`config.mk`:
```
export PLATFORM = sky130hd
export DESIGN_NAME = hps_seq
export DESIGN_NICKNAME = d
export VERILOG_FILES = /design/src/core/hps_pkg.sv /design/src/core/hps_seq.sv
export SDC_FILE = /design/constraint.sdc
export NUM_CORES = 1
export LEC_CHECK = 0
export BUFFER_PORTS_ARGS = -buffer_cell sky130_fd_sc_hd__buf_2
export CORE_UTILIZATION = 39
export CTS_BUF_LIST = sky130_fd_sc_hd__clkbuf_2 sky130_fd_sc_hd__clkbuf_4 sky130_fd_sc_hd__clkbuf_8
export CTS_CLUSTER_SIZE = 40
export DETAILED_ROUTE_END_ITERATION = 8
export GPL_ROUTABILITY_DRIVEN = 0
export PLACE_DENSITY_LB_ADDON = 0.15
export SLEW_MARGIN = 0
export SYNTH_ARGS = -nofsm -noshare
export SYNTH_HDL_FRONTEND = slang
export SYNTH_SLANG_ARGS = --single-unit
```
`constraint.sdc`:
```
create_clock -name pclk -period 6 [get_ports pclk]
set_clock_uncertainty 0.2 [all_clocks]
set_input_delay 0.6 -clock pclk [delete_from_list [all_inputs] [get_ports pclk]]
set_output_delay 0.6 -clock pclk [all_outputs]
set_load 0.01 [all_outputs]
```
`src/core/hps_pkg.sv`:
```
// Package: register map, field positions, reset values, timing counts
// Assumes a 20 MHz pclk and 32-bit APB register access.
package hps_pkg;
   // ---------------------------------------------------------------
   // Register map
   // ---------------------------------------------------------------
   localparam logic [11:0] HOTPLUG_CONFIG_CONTROL_OFF = 12'h408;
   localparam logic [11:0] SOFTWARE_SCRATCH_OFF       = 12'h40C;
   localparam logic [11:0] SLOT_CONTROL_REG_OFF       = 12'h410;
   localparam logic [11:0] SLOT_STATUS_OFF            = 12'h414;
   localparam logic [31:0] CFG_RESET                  = 32'h1414_0800;
   localparam logic [31:0] CFG_WMASK                  = 32'hFFFF_FFFF;
   localparam logic [31:0] SCRATCH_RESET              = 32'h0000_0000;
   // ---------------------------------------------------------------
   // Field positions
   // ---------------------------------------------------------------
   localparam int INV_ATTN_BUTTON        = 0;
   localparam int INV_PRESENCE_DETECT    = 1;
   localparam int INV_POWER_FAULT        = 2;
   localparam int INV_LATCH_SENSOR       = 3;
   localparam int INV_ATTN_INDICATOR     = 4;
   localparam int INV_POWER_INDICATOR    = 5;
   localparam int INV_POWER_ENABLE       = 6;
   localparam int INV_INTERLOCK_DRIVE    = 7;
   localparam int INV_POWER_GOOD         = 8;
   localparam int LATCH_OPEN_AUTO_OFF    = 11;
   localparam int LATCH_AS_LOCK_STATE    = 12;
   localparam int INTERLOCK_TOGGLE_SEL   = 13;
   localparam int RESET_MODE_LSB         = 14;
   localparam int POWER_TO_RESET_DELAY_LSB            = 16;
   localparam int RESET_TO_POWER_OFF_DELAY_LSB            = 24;
   // Slot control own register fields
   localparam int POWER_CONTROLLER_CTL   = 0;
   localparam int INTERLOCK_COMMAND      = 1;
   localparam int ATTN_IND_CTL           = 2;
   localparam int POWER_IND_CTL          = 3;
   localparam int LATCH_PRESENT_CAP      = 4;
   // ---------------------------------------------------------------
   // Reset modes and timing
   // ---------------------------------------------------------------
   localparam logic [1:0] MODE_PEC = 2'h0;
   localparam logic [1:0] MODE_PGC = 2'h1;
   localparam logic [1:0] MODE_HOT = 2'h2;
   localparam int CLK_HZ          = 20_000_000;
   localparam int TICK_MS         = 10;
   localparam int TICK_CYCLES     = CLK_HZ / 1000 * TICK_MS;
   localparam int PULSE_MS        = 125;
   localparam int PULSE_CYCLES    = CLK_HZ / 1000 * PULSE_MS;
endpackage : hps_pkg

```
`src/core/hps_seq.sv`:
```
// Hot-plug slot configuration, polarity and power/reset sequencing
// Assumes APB master on pclk; slot pins are asynchronous to pclk.
// Function
// - Invert attention button, presence inputs by bit
// - Invert power fault, latch sensor inputs
// - Invert power good input by bit 8
// - Invert attention, power indicator outputs
// - Invert power enable, interlock outputs
// - Latch open removes power when enabled
// - Auto power-off ignores power controller bit
// - Latch input may report lock state
// - Interlock command pulses output 125 ms
// - Toggle mode flips interlock output per command
// - Mode 0 resets from power enable
// - Mode 1 resets from power good
// - Mode 2 resets from hot reset
// - Power-to-reset delay in 10 ms steps
// - Reset-to-power-off delay in 10 ms steps
// - Zero delay count means no delay
// - Scratch register, no side effects
`timescale 1ns/1ps
module hps_seq #(
   parameter int PORTS        = 2,
   parameter int TICK_CYCLES  = hps_pkg::TICK_CYCLES,
   parameter int PULSE_CYCLES = hps_pkg::PULSE_CYCLES
) (
   // Clock and resets
   input  wire logic             pclk,
   input  wire logic             presetn,
   input  wire logic             hot_reset,
   // APB slave
   input  wire logic             psel,
   input  wire logic             penable,
   input  wire logic             pwrite,
   input  wire logic [11:0]      paddr,
   input  wire logic [31:0]      pwdata,
   output logic      [31:0]      prdata,
   output logic                  pready,
   output logic                  pslverr,
   // Slot sideband pins
   input  wire logic [PORTS-1:0] attn_button_in,
   input  wire logic [PORTS-1:0] presence_detect_in,
   input  wire logic [PORTS-1:0] power_fault_in,
   input  wire logic [PORTS-1:0] latch_sensor_in,
   input  wire logic [PORTS-1:0] slot_power_good_in,
   output logic      [PORTS-1:0] attn_indicator_out,
   output logic      [PORTS-1:0] power_indicator_out,
   output logic      [PORTS-1:0] slot_power_enable_out,
   output logic      [PORTS-1:0] interlock_drive_out,
   output logic      [PORTS-1:0] port_reset_n_out,
   // Conditioned slot state
   output logic      [PORTS-1:0] attn_button,
   output logic      [PORTS-1:0] presence_detect,
   output logic      [PORTS-1:0] power_fault,
   output logic      [PORTS-1:0] latch_open,
   output logic      [PORTS-1:0] lock_engaged
);
   typedef enum logic [1:0] {
      HPS_OFF   = 2'b00,
      HPS_UP    = 2'b01,
      HPS_ON    = 2'b10,
      HPS_DOWN  = 2'b11
   } hps_state_t;

   // ---------------------------------------------------------------
   // Registers
   // ---------------------------------------------------------------
   logic [31:0] hotplug_config_control;
   logic [31:0] software_scratch;
   logic [31:0] slot_control_reg;
   logic        wr_en;
   logic        cmd_pulse;

   // Writes land in the access phase only; no wait states are needed
   // because every register answers from flops in a single cycle.
   assign wr_en   = psel && penable && pwrite;
   assign pready  = 1'b1;

   // Sticky config: only the fundamental reset clears it
   always_ff @(posedge pclk or negedge presetn) begin
      if (!presetn) begin
         hotplug_config_control <= hps_pkg::CFG_RESET;
      end else if (wr_en && paddr == hps_pkg::HOTPLUG_CONFIG_CONTROL_OFF) begin
         hotplug_config_control <= pwdata & hps_pkg::CFG_WMASK;
      end
   end

   always_ff @(posedge pclk or negedge presetn) begin
      if (!presetn) begin
         software_scratch <= hps_pkg::SCRATCH_RESET;
      end else if (wr_en && paddr == hps_pkg::SOFTWARE_SCRATCH_OFF) begin
         software_scratch <= pwdata;
      end
   end

   // Interlock command bit is write-one action, reads zero
   always_ff @(posedge pclk or negedge presetn) begin
      if (!presetn) begin
         slot_control_reg <= 32'h0000_0000;
      end else if (hot_reset) begin
         slot_control_reg <= 32'h0000_0000;
      end else if (wr_en && paddr == hps_pkg::SLOT_CONTROL_REG_OFF) begin
         slot_control_reg <= {27'h0, pwdata[4:2], 1'b0, pwdata[0]};
      end
   end

   assign cmd_pulse = wr_en && paddr == hps_pkg::SLOT_CONTROL_REG_OFF &&
                      pwdata[hps_pkg::INTERLOCK_COMMAND];

   logic [1:0] cfg_mode;
   assign cfg_mode = hotplug_config_control[hps_pkg::RESET_MODE_LSB +: 2];

   // ---------------------------------------------------------------
   // Input synchronisers and polarity
   // ---------------------------------------------------------------
   logic [4*PORTS+PORTS-1:0] sync1;
   logic [4*PORTS+PORTS-1:0] sync2;

   always_ff @(posedge pclk or negedge presetn) begin
      if (!presetn) begin
         sync1 <= '0;
         sync2 <= '0;
      end else begin
         sync1 <= {slot_power_good_in, latch_sensor_in, power_fault_in,
                   presence_detect_in, attn_button_in};
         sync2 <= sync1;
      end
   end

   logic [PORTS-1:0] power_good;
   logic [PORTS-1:0] latch_raw;
   // Pins are active low unless inverted
   assign attn_button     = ~sync2[0*PORTS +: PORTS] ^
      {PORTS{hotplug_config_control[hps_pkg::INV_ATTN_BUTTON]}};
   assign presence_detect = ~sync2[1*PORTS +: PORTS] ^
      {PORTS{hotplug_config_control[hps_pkg::INV_PRESENCE_DETECT]}};
   assign power_fault     = ~sync2[2*PORTS +: PORTS] ^
      {PORTS{hotplug_config_control[hps_pkg::INV_POWER_FAULT]}};
   // Latch sensor is active low at the pin like the others: high = closed
   assign latch_raw       = ~sync2[3*PORTS +: PORTS] ^
      {PORTS{hotplug_config_control[hps_pkg::INV_LATCH_SENSOR]}};
   assign power_good      = ~sync2[4*PORTS +: PORTS] ^
      {PORTS{hotplug_config_control[hps_pkg::INV_POWER_GOOD]}};

   // Conditioned levels lag the pins by two clocks; software that
   // flips a polarity bit sees the new level at once, not after sync.
   logic lock_mode;
   assign lock_mode    = hotplug_config_control[hps_pkg::LATCH_AS_LOCK_STATE];
   // Either latch status or lock state, never both
   assign latch_open   = lock_mode ? '0 : latch_raw;
   assign lock_engaged = lock_mode ? latch_raw : '0;

   // ---------------------------------------------------------------
   // Per-port sequencer
   // ---------------------------------------------------------------
   logic [PORTS-1:0] pwr_on;
   logic [PORTS-1:0] rst_n;
   logic [PORTS-1:0] ilock;

   for (genvar p = 0; p < PORTS; p++) begin : g_port
      hps_state_t state;
      logic [31:0] tick_cnt;
      logic [7:0]  step_cnt;
      logic [31:0] pulse_cnt;
      logic        want_on;
      logic        auto_off;
      logic        tick;
      logic        stable;

      // Auto power-off overrides the software power bit
      assign auto_off = hotplug_config_control[hps_pkg::LATCH_OPEN_AUTO_OFF]
                     && slot_control_reg[hps_pkg::LATCH_PRESENT_CAP]
                     && latch_open[p];
      assign want_on  = slot_control_reg[hps_pkg::POWER_CONTROLLER_CTL]
                     && !auto_off;
      assign tick     = tick_cnt == 32'(TICK_CYCLES - 1);
      assign stable   = cfg_mode == hps_pkg::MODE_PGC ? power_good[p]
                                                      : 1'b1;

      always_ff @(posedge pclk or negedge presetn) begin
         if (!presetn) begin
            state    <= HPS_OFF;
            tick_cnt <= '0;
            step_cnt <= '0;
         end else begin
            tick_cnt <= tick ? '0 : tick_cnt + 32'h1;
            if (tick) begin
               step_cnt <= step_cnt + 8'h1;
            end
            case (state)
               HPS_OFF: begin
                  if (want_on) begin
                     state    <= HPS_UP;
                     tick_cnt <= '0;
                     step_cnt <= '0;
                  end
               end
               HPS_UP: begin
                  if (!want_on) begin
                     state <= HPS_OFF;
                  end else if (!stable) begin
                     tick_cnt <= '0;
                     step_cnt <= '0;
                  end else if (step_cnt >= hotplug_config_control[
                           hps_pkg::POWER_TO_RESET_DELAY_LSB +: 8]) begin
                     state <= HPS_ON;
                  end
               end
               HPS_ON: begin
                  if (!want_on) begin
                     state    <= HPS_DOWN;
                     tick_cnt <= '0;
                     step_cnt <= '0;
                  end
               end
               default: begin
                  if (step_cnt >= hotplug_config_control[
                        hps_pkg::RESET_TO_POWER_OFF_DELAY_LSB +: 8]) begin
                     state <= HPS_OFF;
                  end
               end
            endcase
         end
      end

      // Power stays on through the reset-to-off delay so, in every mode but mode 2,
      // the slot sees reset asserted before its supply collapses.
      assign pwr_on[p] = state != HPS_OFF;
      // Reset source chosen by mode; reserved mode behaves as mode 0
      always_comb begin
         if (cfg_mode == hps_pkg::MODE_HOT) begin
            rst_n[p] = !hot_reset && pwr_on[p];
         end else begin
            rst_n[p] = state == HPS_ON;
         end
      end

      // Interlock: pulse or toggle
      // A command during a running pulse restarts the full pulse length.
      always_ff @(posedge pclk or negedge presetn) begin
         if (!presetn) begin
            ilock[p]  <= 1'b0;
            pulse_cnt <= '0;
         end else if (cmd_pulse) begin
            if (hotplug_config_control[hps_pkg::INTERLOCK_TOGGLE_SEL]) begin
               ilock[p] <= !ilock[p];
            end else begin
               ilock[p]  <= 1'b1;
               pulse_cnt <= 32'(PULSE_CYCLES - 1);
            end
         end else if (!hotplug_config_control[
                        hps_pkg::INTERLOCK_TOGGLE_SEL]) begin
            if (pulse_cnt != '0) begin
               pulse_cnt <= pulse_cnt - 32'h1;
            end else begin
               ilock[p] <= 1'b0;
            end
         end
      end
   end

   // ---------------------------------------------------------------
   // Output registers, with polarity on all but port reset
   // ---------------------------------------------------------------
   always_ff @(posedge pclk or negedge presetn) begin
      if (!presetn) begin
         attn_indicator_out    <= '0;
         power_indicator_out   <= '0;
         slot_power_enable_out <= '0;
         interlock_drive_out   <= '0;
         port_reset_n_out      <= '0;
      end else begin
         attn_indicator_out    <= {PORTS{slot_control_reg[hps_pkg::ATTN_IND_CTL]
            ^ hotplug_config_control[hps_pkg::INV_ATTN_INDICATOR]}};
         power_indicator_out   <= {PORTS{slot_control_reg[hps_pkg::POWER_IND_CTL]
            ^ hotplug_config_control[hps_pkg::INV_POWER_INDICATOR]}};
         slot_power_enable_out <= pwr_on ^
            {PORTS{hotplug_config_control[hps_pkg::INV_POWER_ENABLE]}};
         interlock_drive_out   <= ilock ^
            {PORTS{hotplug_config_control[hps_pkg::INV_INTERLOCK_DRIVE]}};
         port_reset_n_out      <= rst_n;
      end
   end

   // ---------------------------------------------------------------
   // Read path, captured in setup phase
   // ---------------------------------------------------------------
   always_ff @(posedge pclk or negedge presetn) begin
      if (!presetn) begin
         prdata  <= '0;
         pslverr <= 1'b0;
      end else if (psel && !penable) begin
         pslverr <= 1'b0;
         if (paddr == hps_pkg::HOTPLUG_CONFIG_CONTROL_OFF) begin
            prdata <= hotplug_config_control;
         end else if (paddr == hps_pkg::SOFTWARE_SCRATCH_OFF) begin
            prdata <= software_scratch;
         end else if (paddr == hps_pkg::SLOT_CONTROL_REG_OFF) begin
            prdata <= slot_control_reg;
         end else if (paddr == hps_pkg::SLOT_STATUS_OFF) begin
            prdata <= 32'(rst_n) << 16 | 32'(pwr_on);
         end else begin
            prdata  <= '0;
            pslverr <= 1'b1;
         end
      end
   end

endmodule : hps_seq

```
==> results of run 1 <==
worst max-delay path by stage:
| stage | from | to | cells after the start |
|---|---|---|---|
| 3_3_place_gp | paddr[1] | g_port[1].pulse_cnt[23] | 7 |
| 3_5_place_dp | paddr[1] | g_port[1].pulse_cnt[23] | 7 |
| 5_1_grt | g_port[0].pulse_cnt[7] | g_port[0].pulse_cnt[28] | 6 |
| 6_report | paddr[1] | g_port[1].pulse_cnt[23] | 7 |
| 4_1_cts | paddr[1] | g_port[1].pulse_cnt[23] | 7 |
| 2_1_floorplan | paddr[1] | g_port[0].pulse_cnt[28] | 7 |
cells by family (layout without fill, tap and decap cells):
logic type,count (synthesis),in the layout,synth area share (%)
fa+ha+maj,40,40,3.670
mux,76,76,6.019
other cells,1,2,0.02750
xor+xnor,121,121,7.772
simple gates,544,544,19.93
compound gates,185,185,8.782
buf+inv,89,266,2.551
flops,279,279,51.25
metal layers:
| metal | GRT usage, % | up-vias | wire length (µm) |
|---|---|---|---|
| li1 | - | 5010 | - |
| met1 | 25.24 | 4987 | 15180 |
| met2 | 31.17 | 159 | 15650 |
| met3 | 3.466 | 56 | 1337 |
| met4 | 5.521 | 2 | 614 |
| met5 | 0 | - | 13 |
cell type report:
class	instances	area, µm²	share of cell area, %
Tap cell	455	569.3	3.579
Antenna cell	1	2.502	0.01573
Timing Repair Buffer	141	830.8	5.223
Clock buffer	87	1041	6.545
Clock inverter	4	27.53	0.1731
Sequential cell	279	6988	43.93
Multi-Input combinational cell	967	6319	39.73
Inverter	34	127.6	0.8024
layout by cell type, fill, tap and decap left out, types with 4 or more instances in the layout:
cell type      count
a211oi_1           8
a21o_1             8
a21oi_1           36
a22oi_1            4
a31oi_1            9
and2_1             5
and3_1            23
and4_1            11
buf_2            111
buf_4             16
clkbuf_4          25
clkbuf_8          62
dfrtp_1          274
dfstp_2            5
dlygate4sd3_1     12
ha_1              40
inv_1             34
mux2_2            48
mux2i_1           28
nand2_1          130
nand2b_1          14
nand3_1           54
nand4_1           31
nor2_1           151
nor2b_1            6
nor3_1            22
nor4_1            30
nor4b_1            6
o211ai_1           8
o21ai_0           49
o31ai_1           33
o41ai_1            4
or2_2             10
or3_1             17
or4_1             16
xnor2_1           45
xor2_1            76
power groups by stage:
stage	logic (mW)	registers, mW	clock network [mW]
detailed placement	0.309	2.09	0
floorplan	0.200	2.06	0
CTS	0.317	2.06	1.95
global placement	0.305	2.09	0
finish	0.311	2.06	1.89
global route	0.356	2.07	2.03
synthesized netlist by cell type, types with 3 or more instances:
library cell / instances
dfrtp_1: 274
nor2_1: 151
nand2_1: 130
xor2_1: 76
nand3_1: 54
o21ai_0: 49
clkbuf_1: 48
mux2_2: 48
xnor2_1: 45
ha_1: 40
a21oi_1: 36
inv_1: 34
o31ai_1: 33
nand4_1: 31
nor4_1: 31
mux2i_1: 28
nor3_1: 24
and3_1: 23
or3_1: 17
or4_1: 16
nand2b_1: 15
and4_1: 11
or2_2: 10
a31oi_1: 9
a211oi_1: 8
a21o_1: 8
o211ai_1: 8
nor2b_1: 6
nor4b_1: 6
and2_1: 5
dfstp_2: 5
a22oi_1: 4
o41ai_1: 4
buf_4: 3
nand3b_1: 3
o31a_1: 3
stage by stage:
stage	total power, mW	util (%)	cells	hold slack (ps)	instance area [µm²]
global placement	2.394	42.70	1864	133.4	14710
detailed placement	2.398	42.70	1864	134.7	14710
finish	4.258	46.16	1968	48.53	15910
CTS	4.327	46.15	1967	0.7871	15900
global route	4.461	46.16	1968	10.27	15910
floorplan	2.264	-	1335	104.4	13640
critical path, delay by kind of cell:
family	cells	cell delay [ps]
buf+inv	1	90
compound gates	2	660
simple gates	4	2120
timing repair:
action | CTS | global route
endpoints found under the hold margin | 95 | 0
resized for setup | 0 | 0
hold buffers | 12 | 0
==> out/qor.csv, run 1 <==
stage,metric,value,unit
worst_setup_path,critPathRequiredTime,6310,ps
worst_setup_path,r2r_end,g_port[0].pulse_cnt[28],
floorplanning,ios,114,
power_and_ir_drop,switching_power,1.081,mW
yosys,synth.largest_area_cell,dfrtp_1,
power_and_ir_drop,ir_drop,0.0001468,V
drt,routed_wl,32800,µm
clock_tree,clk_pin_slew,60,ps
min_path,min_from,pwdata[26],
yosys,syn-mean-instance-area,10.21,µm²
final_layout,nNetsFinal,1574,
worst_setup_path,crit_fanout,13,
sta,worst_pin_slew,1149,ps
clock_tree,cts_sinks,279,
worst_setup_path,r2r_setup_slack,2850,ps
yosys,synth_warnings,0,
run,maxCapViolations,0,
drt,drtIter0Drc,450,
floorplanning,core,0.03446,mm²
floorplanning,die_w,189.0,µm
sta,final-hold-violation-count,0,
floorplanning,dieArea,0.03572,mm²
power_and_ir_drop,pwr-share-comb,7.3,%
clock_tree,htree_levels,2,
global_route,grt_pass1_wl,54480,µm
place,dpl.hpwl,22150,µm
yosys,async_flop_share,100.0,%
sta,post-route-period-util,52.50,%
drt,routedWlPerCell,16.67,µm
drt,via_per_inst,5.190,
yosys,syn_area,0.01364,mm²
worst_setup_path,path_cells,"buf_2, or4_1, nor4_1, a211o_1, nand4_1, or4_1, a21oi_1",
yosys,syn_inst,1335,
drt,drt_first_pass_iters,5,
final_layout,fillers,3341,
worst_setup_path,r2r_start,g_port[0].pulse_cnt[7],
sta,maxSlewViolCount,0,
clock_tree,numCtsBuffers,51,
final_layout,syn_to_final_growth,16.65,%
worst_setup_path,endpoint_kind,flop,
worst_setup_path,rr_worst_depth,6,
yosys,synthTopCellsByArea,"dfrtp_1 50%, xor2_1 4.9%, nor2_1 4.2%",
drt,detail-route-antenna-nets,0,
global_route,grtUsageTotal,18.87,%
worst_setup_path,critPathMaxStageDelay,730,ps
global_route,antenna_found_initial,2,
sta,setup_viol,0,
clock_tree,tritoncts,done,
power_and_ir_drop,leakage,7.691,nW
sta,max-slew-margin-rel,22.79,%
power_and_ir_drop,powerDensity,267.7,mW/mm²
final_layout,drive_gt1_share,19.51,%
run_status,status,finished clean,
min_path,hp-class,input port to flop,
power_and_ir_drop,pwr-share-clk,44.3,%
worst_setup_path,worstSetupPathType,input port to flop,
worst_setup_path,crit_path_frequent_cell,or4_1,
floorplanning,die_y,189.0,µm
clock_tree,ctsRootBufferMaster,clkbuf_8,
drt,remaining_drc_errors,0,
clock_tree,cts_setup_buffers,0,
sta,period_needed,3150,ps
global_route,grt-ovfl-total,0,
yosys,synth_cell_type_count,61,
min_path,whs_path_depth,3,
min_path,hold_path_end,hotplug_config_control[26],
drt,vias,10210,
yosys,synth_top_area_share,50.28,%
place,dp_slack,2181,ps
yosys,ys.flop_type,dfrtp_1,
clock_tree,cts.path.max_buffers,3,
place,port_buffers,112,
yosys,ys_seq_area_share,51.25,%
sta,tns,0,ps
worst_setup_path,cp_data_arrival_time,3460,ps
global_route,grt_max_degree,117,
worst_setup_path,critPathSlowestCell,nor4_1,
yosys,ys_seq_elements,279,
sta,rsz0062_at_grt,no,
sta,fmax,0.3175,GHz
sta,fin_ws,2850,ps
final_layout,top_regs,"g_port.pulse_cnt: 64 flops, g_port.tick_cnt: 64 flops",
clock_tree,clk_latency,600,ps
floorplanning,rows,68,
power_and_ir_drop,seq_power_share,48.4,%
global_route,grt_pass1_vias,10340,
power_and_ir_drop,intPower,3.177,mW
yosys,synth_fp_nets,1435,
floorplanning,start_util,39.57,%
power_and_ir_drop,swShare,25.38,%
worst_setup_path,startpoint_type,input port,
yosys,synth_edf_count,0,
(Power assumes the default switching activity.)
==> run 2: changes to the inputs <==
clock period = 3.02 ns   (was 6 ns; I/O delays follow)
==> out/qor.csv, run 2 (synthesis gave the netlist of run 1 again) <==
stage,metric,value,unit
run_status,status,finished clean,
sta,period_needed,2800,ps
sta,holdWs,46.97,ps
sta,rsz0062_at_grt,no,
clock_tree,cts_sinks,279,
floorplanning,rows,68,
floorplanning,core,0.03446,mm²
drt,remaining_drc_errors,0,
min_path,min_from,paddr[4],
worst_setup_path,cp_data_arrival_time,3120,ps
run,maxCapViolations,0,
drt,drt_first_pass_iters,4,
clock_tree,clk_latency,580,ps
global_route,grtUsageTotal,19.38,%
drt,detail-route-antenna-nets,0,
worst_setup_path,endpoint_kind,flop,
place,port_buffers,112,
final_layout,syn_to_final_growth,21.55,%
clock_tree,cts.path.max_buffers,3,
power_and_ir_drop,powerDensity,516.1,mW/mm²
sta,fmax,0.3571,GHz
power_and_ir_drop,power,8.555,mW
sta,setup_viol,0,
final_layout,final_util,48.10,%
final_layout,final_cells,2036,
global_route,antenna_found_initial,1,
min_path,whs_path_depth,4,
clock_tree,tritoncts,done,
final_layout,final_cell_mix,"274 x dfrtp_1, 151 x nor2_1, 130 x nand2_1",
sta,fin_ws,219.7,ps
final_layout,nNetsFinal,1640,
floorplanning,die_w,189.0,µm
floorplanning,start_util,39.57,%
place,dpl.hpwl,23100,µm
drt,via_per_inst,5.142,
worst_setup_path,rr_worst_depth,5,
worst_setup_path,critPathRequiredTime,3340,ps
sta,post-route-period-util,92.72,%
floorplanning,ios,114,
worst_setup_path,r2r_end,g_port[0].pulse_cnt[28],
power_and_ir_drop,ir_drop,0.0002716,V
final_layout,mostFrequentLayoutCell,dfrtp_1,
sta,final-hold-violation-count,0,
min_path,hp-class,input port to flop,
min_path,hold_path_end,pslverr,
floorplanning,dieArea,0.03572,mm²
power_and_ir_drop,leakage,8.020,nW
clock_tree,clk_pin_slew,60,ps
place,dpl_cell_area,0.01501,mm²
final_layout,top_regs,"g_port.pulse_cnt: 64 flops, g_port.tick_cnt: 64 flops",
clock_tree,ctsRootBufferMaster,clkbuf_8,
sta,max-slew-margin-rel,47.62,%
global_route,grt_pass1_wl,55690,µm
drt,drtIter0Drc,468,
global_route,grt_pass1_vias,10530,
worst_setup_path,r2r_setup_slack,220,ps
clock_tree,htree_levels,2,
sta,tns,0,ps
place,numPlacedInstances,1897,
worst_setup_path,crit_fanout,9,
final_layout,fin_area,0.01657,mm²
sta,worst_pin_slew,782.0,ps
floorplanning,die_y,189.0,µm
worst_setup_path,startpoint_type,flop,
sta,maxSlewViolCount,0,
clock_tree,numCtsBuffers,50,
place,dp_slack,147.0,ps
worst_setup_path,r2r_start,g_port[0].pulse_cnt[18],
drt,routedWlPerCell,16.35,µm
drt,vias,10470,
worst_setup_path,worstSetupPathType,flop to flop,
final_layout,drive_gt1_share,20.89,%
drt,routed_wl,33280,µm
global_route,grt_max_degree,70,
global_route,grt-ovfl-total,0,
==> run 2: repair_timing <==
item / 4_1_cts / 5_1_grt
resized for setup: 0 / 1
hold endpoints to repair: 293 / 0
setup endpoints to repair: 0 / 1
setup buffers: 0 / 0
hold buffers: 46 / 0
==> run 2: layout make-up <==
type | instances | area [µm²]
clock inverters | 8 | 51.30
diodes | 1 | 2.502
multi-input cells | 967 | 6324
repair buffers | 208 | 1469
clock buffers | 84 | 1044
inverters | 34 | 127.6
flip-flops and latches | 279 | 6988
fillers | 3292 | 17880
well taps | 455 | 569.3
==> run 2: how the worst max path moves through the flow <==
stage	startpoint	endpoint	slack [ps]	cells after the start
6_report	g_port[0].pulse_cnt[18]	g_port[0].pulse_cnt[28]	220	5
2_1_floorplan	g_port[0].pulse_cnt[17]	g_port[0].pulse_cnt[28]	200	7
4_1_cts	g_port[0].pulse_cnt[17]	g_port[0].pulse_cnt[28]	150	5
3_3_place_gp	g_port[0].pulse_cnt[17]	g_port[0].pulse_cnt[28]	200	5
5_1_grt	g_port[0].pulse_cnt[18]	g_port[0].pulse_cnt[28]	100	5
3_5_place_dp	g_port[0].pulse_cnt[18]	g_port[0].pulse_cnt[28]	150	5
==> run 2: critical path: stages, from the launching register on <==
cell     delay [ps]
dfrtp_1         390
or4_1           620
or4_1           500
or3_4           470
or4_1           490
nand2_1          80
==> run 2: report_power, final <==
| group | leakage [nW] | internal (mW) | switching, mW |
|---|---|---|---|
| logic | 3.82 | 0.310 | 0.387 |
| registers | 3.63 | 3.91 | 0.184 |
| clock network | 0.578 | 2.18 | 1.59 |
==> run 2: per-layer routing <==
layer | track usage (%) | vias up | wire (µm)
li1 | - | 5147 | -
met1 | 26.55 | 5079 | 15710
met2 | 31.24 | 181 | 15610
met3 | 3.040 | 62 | 1112
met4 | 6.545 | 0 | 848
met5 | 0 | - | 0
